File: config.mk
export PLATFORM = sky130hd
export DESIGN_NAME = wmi_top
export DESIGN_NICKNAME = d
export VERILOG_FILES = /design/src/hw/wmi_pkg.sv /design/src/hw/wmi_wake_filter.sv /design/src/hw/wmi_top.sv
export VERILOG_INCLUDE_DIRS = /design/src /design/src/hw
export SDC_FILE = /design/constraint.sdc
export NUM_CORES = 1
export LEC_CHECK = 0
export ABC_AREA = 0
export ABC_CLOCK_PERIOD_IN_PS = 2500
export BUFFER_PORTS_ARGS = -buffer_cell sky130_fd_sc_hd__buf_2
export CAP_MARGIN = 20
export CORE_MARGIN = 8
export CORE_UTILIZATION = 57
export CTS_BUF_LIST = sky130_fd_sc_hd__clkbuf_4 sky130_fd_sc_hd__clkbuf_8 sky130_fd_sc_hd__clkbuf_16
export CTS_CLUSTER_DIAMETER = 100
export DETAILED_ROUTE_END_ITERATION = 10
export PLACE_DENSITY = 0.79
export SKIP_LAST_GASP = 1
export SLEW_MARGIN = 5
export SYNTH_ARGS = -nofsm -noshare
export SYNTH_HDL_FRONTEND = slang
export SYNTH_SLANG_ARGS = --single-unit
export TNS_END_PERCENT = 20
File: constraint.sdc
create_clock -name clk_i -period 2.5 [get_ports clk_i]
set_clock_uncertainty 0.15 [all_clocks]
set_input_delay 0.25 -clock clk_i [delete_from_list [all_inputs] [get_ports clk_i]]
set_output_delay 0.25 -clock clk_i [all_outputs]
set_load 0.005 [all_outputs]
File: src/hw/wmi_defines.svh
`ifndef WMI_DEFINES_SVH
`define WMI_DEFINES_SVH

// ****************************************************************
// Clock and timing
// ****************************************************************
`define WMI_CLK_PERIOD_NS      25
`define WMI_SHORT_FILTER_US    16
`define WMI_LONG_FILTER_US     64
`define WMI_PULSE_TIME_US      100
`define WMI_PULSE_GAP_TIME_US  100
`define WMI_SHORT_FILTER_CYC   ((`WMI_SHORT_FILTER_US * 1000) / `WMI_CLK_PERIOD_NS)
`define WMI_LONG_FILTER_CYC    ((`WMI_LONG_FILTER_US * 1000) / `WMI_CLK_PERIOD_NS)
`define WMI_PULSE_CYC          ((`WMI_PULSE_TIME_US * 1000) / `WMI_CLK_PERIOD_NS)
`define WMI_GAP_CYC            ((`WMI_PULSE_GAP_TIME_US * 1000) / `WMI_CLK_PERIOD_NS)
`define WMI_TIMER_W            13

// ****************************************************************
// Field layouts and codes
// ****************************************************************
`define WMI_NUM_PINS           3
`define WMI_NUM_GPIO           2
`define WMI_NUM_SRC            5
`define WMI_NUM_FAIL           8
`define WMI_FLT_STATIC_SHORT   2'h0
`define WMI_FLT_STATIC_LONG    2'h1
`define WMI_FLT_CYCLIC_T1      2'h2
`define WMI_FLT_CYCLIC_T2      2'h3
// Fail bits 0..4: undervoltage, watchdog, short, overtemp, failure flag
`define WMI_FAIL_NO_INT_MASK   8'h1F
`define WMI_MEAS_RESET         1'h0

`endif

File: src/hw/wmi_pkg.sv
package wmi_pkg;

  // Device operating modes from the main state machine
  typedef enum logic [2:0] {
    WMI_MODE_INIT,
    WMI_MODE_NORMAL,
    WMI_MODE_STOP,
    WMI_MODE_SLEEP,
    WMI_MODE_RESTART,
    WMI_MODE_FAILSAFE
  } wmi_mode_t;

  // Interrupt pulse sequencer states
  typedef enum logic [1:0] {
    WMI_INT_IDLE,
    WMI_INT_PULSE,
    WMI_INT_GAP
  } wmi_int_state_t;

endpackage

File: src/hw/wmi_wake_filter.sv
`timescale 1ns/1ps
`default_nettype none
`include "wmi_defines.svh"

module wmi_wake_filter #(
  parameter int SHORT_CYC = `WMI_SHORT_FILTER_CYC,
  parameter int LONG_CYC  = `WMI_LONG_FILTER_CYC,
  parameter int CNT_W     = 12
) (
  input  wire logic clk_i,
  input  wire logic resetn_i,
  input  wire logic ce_i,
  input  wire logic level_i,
  input  wire logic sample_i,
  input  wire logic long_i,
  output logic      level_o,
  output logic      change_o
);

  logic [CNT_W-1:0] cnt;
  logic [CNT_W-1:0] limit;
  logic             differs;
  logic             accept;

  // Filter window select and acceptance test
  assign limit   = long_i ? CNT_W'(LONG_CYC - 1) : CNT_W'(SHORT_CYC - 1);
  assign differs = sample_i && (level_i != level_o);
  assign accept  = differs && (cnt >= limit);

  // Stability counter, restarted whenever a sampled input crosses back
  always_ff @(posedge clk_i) begin
    if (!resetn_i) begin
      cnt      <= '0;
      level_o  <= 1'b0;
      change_o <= 1'b0;
    end else if (ce_i) begin
      change_o <= accept;
      if (accept) begin
        level_o <= level_i;
        cnt     <= '0;
      end else if (differs) begin
        cnt <= cnt + CNT_W'(1);
      end else if (sample_i) begin
        cnt <= '0;
      end
    end
  end

endmodule // wmi_wake_filter
`default_nettype wire

File: src/hw/wmi_top.sv
// Behaviour
// Host assigns the cyclic sense timer to a high-side output feeding the pin.
// After reset measurement is off, pins keep wake function, switch open.
// With measurement on, switch closes only in Normal mode.
// Measurement on turns off bias sources of pins one and two.
// Measurement on keeps bias, filter, enable settings but does not apply them.
// Measurement on freezes wake and level status of pins one and two.
// Sleep with only pins one/two as sources sets SPI fail, enters Restart; the code does so only with measurement on.
// Short filter accepts level stable for 16 us nominal.
// Long filter accepts level stable for 64 us nominal.
// Interrupt in Normal or Stop drives pin low for pulse time, then high.
// Pin stays high at least the minimum gap between pulses.
// Raising an interrupt never changes the operating mode.
// Class 0 interrupts only on stored wake events of enabled sources.
// Class 1 also interrupts on stored failures; level changes never do.
// Undervoltage, watchdog, short, overtemp, failure flags never interrupt.
// Stop command with uncleared wake status raises an interrupt.
// Pending events move into status registers at pulse falling edge.
// Stored events are held until host clears; level status is not held.
// Host should reread a status register after clearing it.
// In Init mode the pin is sampled for configuration, not driven.
// Pulse and minimum gap each last 100 us nominal.
// Filter field: 00 static short, 01 static long, 10/11 cyclic short.
// Events during a pulse or gap wait for the next pulse.
`timescale 1ns/1ps
`default_nettype none
`include "wmi_defines.svh"

module wmi_top #(
  parameter int PULSE_CYC = `WMI_PULSE_CYC,
  parameter int GAP_CYC   = `WMI_GAP_CYC
) (
  input  wire logic                        clk_i,
  input  wire logic                        resetn_i,
  input  wire logic                        ce_i,
  input  wire wmi_pkg::wmi_mode_t          mode_i,
  input  wire logic                        voltage_measure_enable_i,
  input  wire logic                        int_global_i,
  input  wire logic [5:0]                  filter_mode_bits_i,
  input  wire logic [5:0]                  pin_bias_config_i,
  input  wire logic [`WMI_NUM_PINS-1:0]    wake_source_enable_i,
  input  wire logic [`WMI_NUM_GPIO-1:0]    gpio_wake_enable_i,
  input  wire logic [`WMI_NUM_SRC-1:0]     sense_pin_i,
  input  wire logic                        timer1_on_i,
  input  wire logic                        timer2_on_i,
  input  wire logic [`WMI_NUM_FAIL-1:0]    fail_event_i,
  input  wire logic [`WMI_NUM_PINS-1:0]    pin_wake_clear_i,
  input  wire logic [`WMI_NUM_GPIO-1:0]    gpio_wake_clear_i,
  input  wire logic [`WMI_NUM_FAIL-1:0]    fail_clear_i,
  input  wire logic                        sleep_cmd_i,
  input  wire logic                        stop_cmd_i,
  input  wire logic                        int_pin_i,
  output logic                             int_n_o,
  output logic                             int_oe_o,
  output logic                             config_select_o,
  output logic                             measure_switch_o,
  output logic [5:0]                       pin_bias_drive_o,
  output logic [`WMI_NUM_PINS-1:0]         pin_wake_status_o,
  output logic [`WMI_NUM_GPIO-1:0]         gpio_wake_status_o,
  output logic [`WMI_NUM_SRC-1:0]          pin_level_status_o,
  output logic [`WMI_NUM_FAIL-1:0]         fail_status_o,
  output logic                             spi_fail_set_o,
  output logic                             restart_req_o,
  output logic                             sleep_go_o
);
  import wmi_pkg::*;

  localparam int TW = `WMI_TIMER_W;

  // ****************************************************************
  // Declarations
  // ****************************************************************
  logic [`WMI_NUM_SRC-1:0]  sync_a;
  logic [`WMI_NUM_SRC-1:0]  sync_b;
  logic                     int_sync_a;
  logic                     int_sync_b;
  logic                     meas_en;
  logic [`WMI_NUM_SRC-1:0]  filt_level;
  logic [`WMI_NUM_SRC-1:0]  filt_change;
  logic [`WMI_NUM_SRC-1:0]  src_sample;
  logic [`WMI_NUM_SRC-1:0]  src_long;
  logic [`WMI_NUM_SRC-1:0]  meas_gate;
  logic [`WMI_NUM_SRC-1:0]  wake_en_eff;
  logic [`WMI_NUM_SRC-1:0]  wake_evt;
  logic [`WMI_NUM_SRC-1:0]  pend_wake;
  logic [`WMI_NUM_SRC-1:0]  next_pend_wake;
  logic [`WMI_NUM_SRC-1:0]  wake_xfer;
  logic [`WMI_NUM_FAIL-1:0] pend_fail;
  logic [`WMI_NUM_FAIL-1:0] next_pend_fail;
  logic [`WMI_NUM_FAIL-1:0] fail_int_mask;
  logic [`WMI_NUM_FAIL-1:0] fail_set;
  logic                     stop_req;
  logic                     int_mode;
  logic                     int_req;
  logic                     pulse_start;
  logic                     xfer;
  logic                     only_pins12;
  logic                     timer_last;
  wmi_int_state_t           state;
  wmi_int_state_t           next_state;
  logic [TW-1:0]            timer;
  logic [TW-1:0]            next_timer;
  logic [TW-1:0]            hi_cnt;
  logic [TW-1:0]            lo_cnt;

  // Field decode of one pin's two filter bits
  function automatic logic is_cyclic(input logic [1:0] f);
    return (f == `WMI_FLT_CYCLIC_T1) || (f == `WMI_FLT_CYCLIC_T2);
  endfunction

  // ****************************************************************
  // Input synchronisers and measurement enable
  // ****************************************************************
  always_ff @(posedge clk_i) begin
    if (!resetn_i) begin
      sync_a     <= '0;
      sync_b     <= '0;
      int_sync_a <= 1'b0;
      int_sync_b <= 1'b0;
      meas_en    <= `WMI_MEAS_RESET;
    end else if (ce_i) begin
      sync_a     <= sense_pin_i;
      sync_b     <= sync_a;
      int_sync_a <= int_pin_i;
      int_sync_b <= int_sync_a;
      meas_en    <= voltage_measure_enable_i;
    end
  end

  // ****************************************************************
  // Wake filters
  // ****************************************************************
  // Pins one and two are gated while measuring; gpio pins use static short filter
  assign meas_gate = {3'h7, {2{~meas_en}}};
  generate
    for (genvar i = 0; i < `WMI_NUM_SRC; i++) begin : g_src
      if (i < `WMI_NUM_PINS) begin : g_pin
        logic [1:0] f;
        assign f = filter_mode_bits_i[2*i +: 2];
        assign src_long[i]   = (f == `WMI_FLT_STATIC_LONG);
        assign src_sample[i] = meas_gate[i] &&
                               (!is_cyclic(f) || (f[0] ? timer2_on_i : timer1_on_i));
      end else begin : g_gpio
        assign src_long[i]   = 1'b0;
        assign src_sample[i] = 1'b1;
      end
      wmi_wake_filter u_filt (
        .clk_i    (clk_i),
        .resetn_i (resetn_i),
        .ce_i     (ce_i),
        .level_i  (sync_b[i]),
        .sample_i (src_sample[i]),
        .long_i   (src_long[i]),
        .level_o  (filt_level[i]),
        .change_o (filt_change[i])
      );
    end
  endgenerate

  // ****************************************************************
  // Event sorting
  // ****************************************************************
  // Stored enables of pins one and two have no effect while measuring
  assign wake_en_eff    = {gpio_wake_enable_i, wake_source_enable_i} & meas_gate;
  assign wake_evt       = filt_change & wake_en_eff & meas_gate;
  assign fail_int_mask  = int_global_i ? ~`WMI_FAIL_NO_INT_MASK : '0;
  assign int_mode       = (mode_i == WMI_MODE_NORMAL) || (mode_i == WMI_MODE_STOP);
  assign xfer           = pulse_start || !int_mode;
  assign wake_xfer      = xfer ? (pend_wake & meas_gate) : '0;
  assign next_pend_wake = ((pend_wake & ~{`WMI_NUM_SRC{xfer}}) | wake_evt) & meas_gate;
  assign next_pend_fail = (pend_fail & ~{`WMI_NUM_FAIL{xfer}}) | (fail_event_i & fail_int_mask);
  assign fail_set       = (xfer ? pend_fail : '0) | (fail_event_i & ~fail_int_mask);
  assign int_req        = (|pend_wake) || (|pend_fail) || stop_req;

  // Pending events and host-visible status; a set beats a same-cycle clear
  always_ff @(posedge clk_i) begin
    if (!resetn_i) begin
      pend_wake          <= '0;
      pend_fail          <= '0;
      pin_wake_status_o  <= '0;
      gpio_wake_status_o <= '0;
      fail_status_o      <= '0;
    end else if (ce_i) begin
      pend_wake          <= next_pend_wake;
      pend_fail          <= next_pend_fail;
      pin_wake_status_o  <= (pin_wake_status_o & ~pin_wake_clear_i) |
                            wake_xfer[`WMI_NUM_PINS-1:0];
      gpio_wake_status_o <= (gpio_wake_status_o & ~gpio_wake_clear_i) |
                            wake_xfer[`WMI_NUM_SRC-1:`WMI_NUM_PINS];
      fail_status_o      <= (fail_status_o & ~fail_clear_i) | fail_set;
    end
  end

  // Level status follows the filters, frozen for measured pins
  always_ff @(posedge clk_i) begin
    if (!resetn_i) begin
      pin_level_status_o <= '0;
    end else if (ce_i) begin
      pin_level_status_o <= (filt_level & meas_gate) | (pin_level_status_o & ~meas_gate);
    end
  end

  // ****************************************************************
  // Measurement switch, bias and sleep check
  // ****************************************************************
  assign pin_bias_drive_o = pin_bias_config_i & {2'h3, {4{~meas_en}}};
  assign only_pins12      = meas_en && (|wake_source_enable_i[1:0]) &&
                            !wake_source_enable_i[2] && !(|gpio_wake_enable_i);

  // Switch control and sleep request outcome
  always_ff @(posedge clk_i) begin
    if (!resetn_i) begin
      measure_switch_o <= 1'b0;
      spi_fail_set_o   <= 1'b0;
      restart_req_o    <= 1'b0;
      sleep_go_o       <= 1'b0;
    end else if (ce_i) begin
      measure_switch_o <= meas_en && (mode_i == WMI_MODE_NORMAL);
      spi_fail_set_o   <= sleep_cmd_i && only_pins12;
      restart_req_o    <= sleep_cmd_i && only_pins12;
      sleep_go_o       <= sleep_cmd_i && !only_pins12;
    end
  end

  // ****************************************************************
  // Interrupt pulse sequencer
  // ****************************************************************
  // Sequencer only flags the pin; it drives no mode request
  assign pulse_start = (state == WMI_INT_IDLE) && int_mode && int_req;
  assign timer_last  = (state == WMI_INT_PULSE) ? (timer >= TW'(PULSE_CYC - 1))
                                                : (timer >= TW'(GAP_CYC - 1));

  // Next state: pulse, then enforced high gap
  always_comb begin
    next_state = state;
    next_timer = timer + TW'(1);
    unique case (state)
      WMI_INT_IDLE: begin
        next_timer = '0;
        if (pulse_start) begin
          next_state = WMI_INT_PULSE;
        end
      end
      WMI_INT_PULSE: begin
        if (timer_last || !int_mode) begin
          next_state = WMI_INT_GAP;
          next_timer = '0;
        end
      end
      WMI_INT_GAP: begin
        if (timer_last) begin
          next_state = WMI_INT_IDLE;
        end
      end
    endcase
  end

  // Sequencer registers, stop-entry request and pin drive
  always_ff @(posedge clk_i) begin
    if (!resetn_i) begin
      state           <= WMI_INT_IDLE;
      timer           <= '0;
      stop_req        <= 1'b0;
      int_n_o         <= 1'b1;
      int_oe_o        <= 1'b0;
      config_select_o <= 1'b0;
    end else if (ce_i) begin
      state    <= next_state;
      timer    <= next_timer;
      stop_req <= (stop_req && !pulse_start) ||
                  (stop_cmd_i && (|pin_wake_status_o || |gpio_wake_status_o));
      int_n_o  <= (next_state != WMI_INT_PULSE);
      int_oe_o <= (mode_i != WMI_MODE_INIT);
      if (mode_i == WMI_MODE_INIT) begin
        config_select_o <= int_sync_b;
      end
    end
  end

  // ****************************************************************
  // Checks
  // ****************************************************************
  // Helper counts of high and low time on the pin
  always_ff @(posedge clk_i) begin
    if (!resetn_i) begin
      hi_cnt <= TW'(GAP_CYC);
      lo_cnt <= '0;
    end else if (ce_i) begin
      hi_cnt <= int_n_o ? ((hi_cnt < TW'(GAP_CYC)) ? hi_cnt + TW'(1) : hi_cnt) : '0;
      lo_cnt <= int_n_o ? '0 : lo_cnt + TW'(1);
    end
  end
endmodule // wmi_top
`default_nettype wire

==> impl_metrics.tcl <==
set metrics [dict create \
    crit_arrival_ns 2.73 \
    slew_viol_final 0 \
    fin_crit_sh_pct 96.39 \
    cts_buffer_depth 2 \
    grt_max_degree 81 \
    yosys.area.top_type "dfxtp_1" \
    cts_tree "done" \
    drive_gt1_share_pct 15.98 \
    rows 38 \
    syn_inst 740 \
    finish.utilization_pct 72.43 \
    avgSynthCellArea_um2 8.500 \
    relSlewSlack_pct 59.00 \
    fmax_ghz 0.4150 \
    ys_seq_elements 136 \
    drt-initial-drc-count 562 \
    layout.nets 940 \
    drt_first_pass_iters 7 \
    hold_ws_ns 0.02965 \
    clock_latency_ns 0.53 \
    start_util_pct 58.28 \
    syn-num-nets 817 \
    peakVddDrop_mv 0.5172 \
    clockRootBuffer "clkbuf_8" \
    yosysSeqAreaShare_pct 43.29 \
    dieArea_um2 14650 \
    cts_made_buffers 17 \
    final_antenna_net_count 0 \
    hp-class "in2reg" \
    synth.top_cell.area_share_pct 43.29 \
    stdcell_count 1017 \
    vias_per_cell 5.930 \
    hold_viol_final 0 \
    worst-slew-pin-transition_ns 0.6143 \
    coreArea_um2 10790 \
    critPathLaunchType "flop" \
    ys_top_cells_by_count "dfxtp_1 (136), nor2_1 (99), nand2_1 (83)" \
    status "complete, no violations" \
    areaGrowthSynthToFinish_pct 24.29 \
    place_congestion 0.8210 \
    grt_pass1_vias 5909 \
    hpwl_um 10610 \
    min_period_ns 2.410 \
    p_leak_uw 0.003233 \
    clock_sinks 136 \
    grt_setup_unrepaired "yes" \
    cap_violations 0 \
    chipWidth_um 121.0 \
    path_clk_slew_ns 0.06 \
    grt.total_usage_pct 23.54 \
    vias 6031 \
    cts_max_level 4 \
    path_class "reg2reg" \
    io_pins 87 \
    power.density_nw_per_um2 631.9 \
    synth_area_leaders "dfxtp_1 (43%), nor2_1 (5.9%), nand2_1 (5.0%)" \
    synth_edf_count 0 \
    dp.cells 942 \
    drc_errors 0 \
    wl_per_cell_um 16.78 \
    end_kind "flop" \
    grt_pass1_wl_um 28020 \
    synthArstFlopShare_pct 0 \
    crit_fanout 10 \
    antenna_found_initial 1 \
    wirelength_um 17060 \
    setup_viol_count_final 0 \
    fillerInstances 739 \
    grt_overflow 0 \
    syn-cell-area_um2 6290 \
    fp.dieH_um 121.0 \
    port-buffer-count 82 \
    synthFlopType "dfxtp_1" \
    worstPathRequired_ns 2.82 \
    synth.most_common_cell "dfxtp_1" \
    yosys_warnings 0 \
    ys_types 59 \
]
==> worst max-delay path: stages, from the launching register on <==
cell and delay, ns:
dfxtp_1 0.35, ha_1 0.28, a21o_1 0.19, a2111oi_2 0.45, o21ai_0 0.21, mux2i_1 0.36
o21ai_2 0.20, nor2_1 0.15
==> stage by stage <==
stage	cell area (µm²)	TNS [ns]	power, µW	worst slack (ns)
floorplan	6290	0	2460	0.3757
global placement	6843	0	2573	0.1121
detailed placement	6843	-0.1714	2585	-0.1272
CTS	7814	0	4943	0.09239
global route	7818	-0.3575	5099	-0.06095
finish	7818	0	4940	0.09022
==> what timing repair did <==
item                                    4_1_cts  5_1_grt
hold buffers                                 42        0
buffers inserted                              0        0
gates resized for setup                       0        1
endpoints found under the hold margin        40        0
endpoints found under the setup margin        0       13
==> area by class of cell <==
type	count	area, µm²	area share, %
diodes	1	2.502	0.03201
clock buffers	21	450.4	5.762
clock inverters	11	100.1	1.280
inverters	15	56.30	0.7202
multi-input cells	554	3354	42.91
flip-flops and latches	136	2723	34.83
well taps	140	175.2	2.241
repair buffers	139	955.9	12.23
==> flip-flops by register name, summed over array words and instances (netlist names), 2 cells and up, named ones only <==
register               cells
g_src.u_filt.cnt          60
timer                     13
fail_status_o              8
pend_fail                  8
g_src.u_filt.change_o      5
g_src.u_filt.level_o       5
pend_wake                  5
sync_a                     5
sync_b                     5
pin_level_status_o         3
pin_wake_status_o          3
gpio_wake_status_o         2
state                      2
==> where the power goes <==
group | leakage (µW) | switching (µW) | internal [µW] | total (µW)
sequential | 0.00110 | 22.2 | 2200 | 2220
combinational | 0.00186 | 221 | 170 | 390
clock | 0.000272 | 955 | 1380 | 2330
total | 0.00323 | 1200 | 3740 | 4940
==> layout by cell type, fill, tap and decap left out, types with 8 or more instances in the layout <==
| master | n |
|---|---|
| nand2b_1 | 9 |
| nand2_1 | 83 |
| xnor2_1 | 10 |
| nor2b_1 | 9 |
| inv_1 | 14 |
| mux2i_1 | 24 |
| o21ai_0 | 31 |
| buf_4 | 14 |
| a222oi_1 | 8 |
| ha_1 | 21 |
| dfxtp_1 | 136 |
| a32oi_1 | 8 |
| a21oi_1 | 50 |
| buf_2 | 82 |
| nand3_1 | 46 |
| nor3_1 | 16 |
| nand4_1 | 8 |
| clkbuf_16 | 16 |
| nor2_1 | 99 |
| xor2_1 | 23 |
| and3_1 | 22 |
| dlygate4sd3_1 | 42 |
==> logic make-up (layout without fill, tap and decap cells) <==
group | Yosys count | count (layout) | synth area share, %
adder cells (fa/ha/maj) | 21 | 21 | 4.177
XOR/XNOR | 33 | 33 | 4.595
AO/OA/AOI/OAI | 154 | 154 | 16.45
other | 0 | 1 | 0
AND/OR/NAND/NOR | 320 | 320 | 23.91
flip-flops | 136 | 136 | 43.29
buffers and inverters | 50 | 186 | 3.402
multiplexers | 26 | 26 | 4.177
==> metal layers <==
metal  up-vias  track usage, %  share of wire, %
met3        52           7.957               7.5
met4         0           10.62               3.1
met1      2816           27.42                42
met5         -               0                 0
li1       2899               -                 -
met2       264           38.45                47
==> path summary, 6_finish.rpt <==
kind	startpoint	to	slack [ns]	cells past startpoint
setup / recovery	timer[0]	timer[4]	0.09	7
hold / removal	filter_mode_bits_i[3]	g_src[1].u_filt.change_o	0.03	6
setup reg to reg	timer[0]	timer[4]	0.09	7
hold reg to reg	g_src[4].u_filt.change_o	g_src[4].u_filt.change_o	0.33	2
Power figures use the tool's default switching activity.
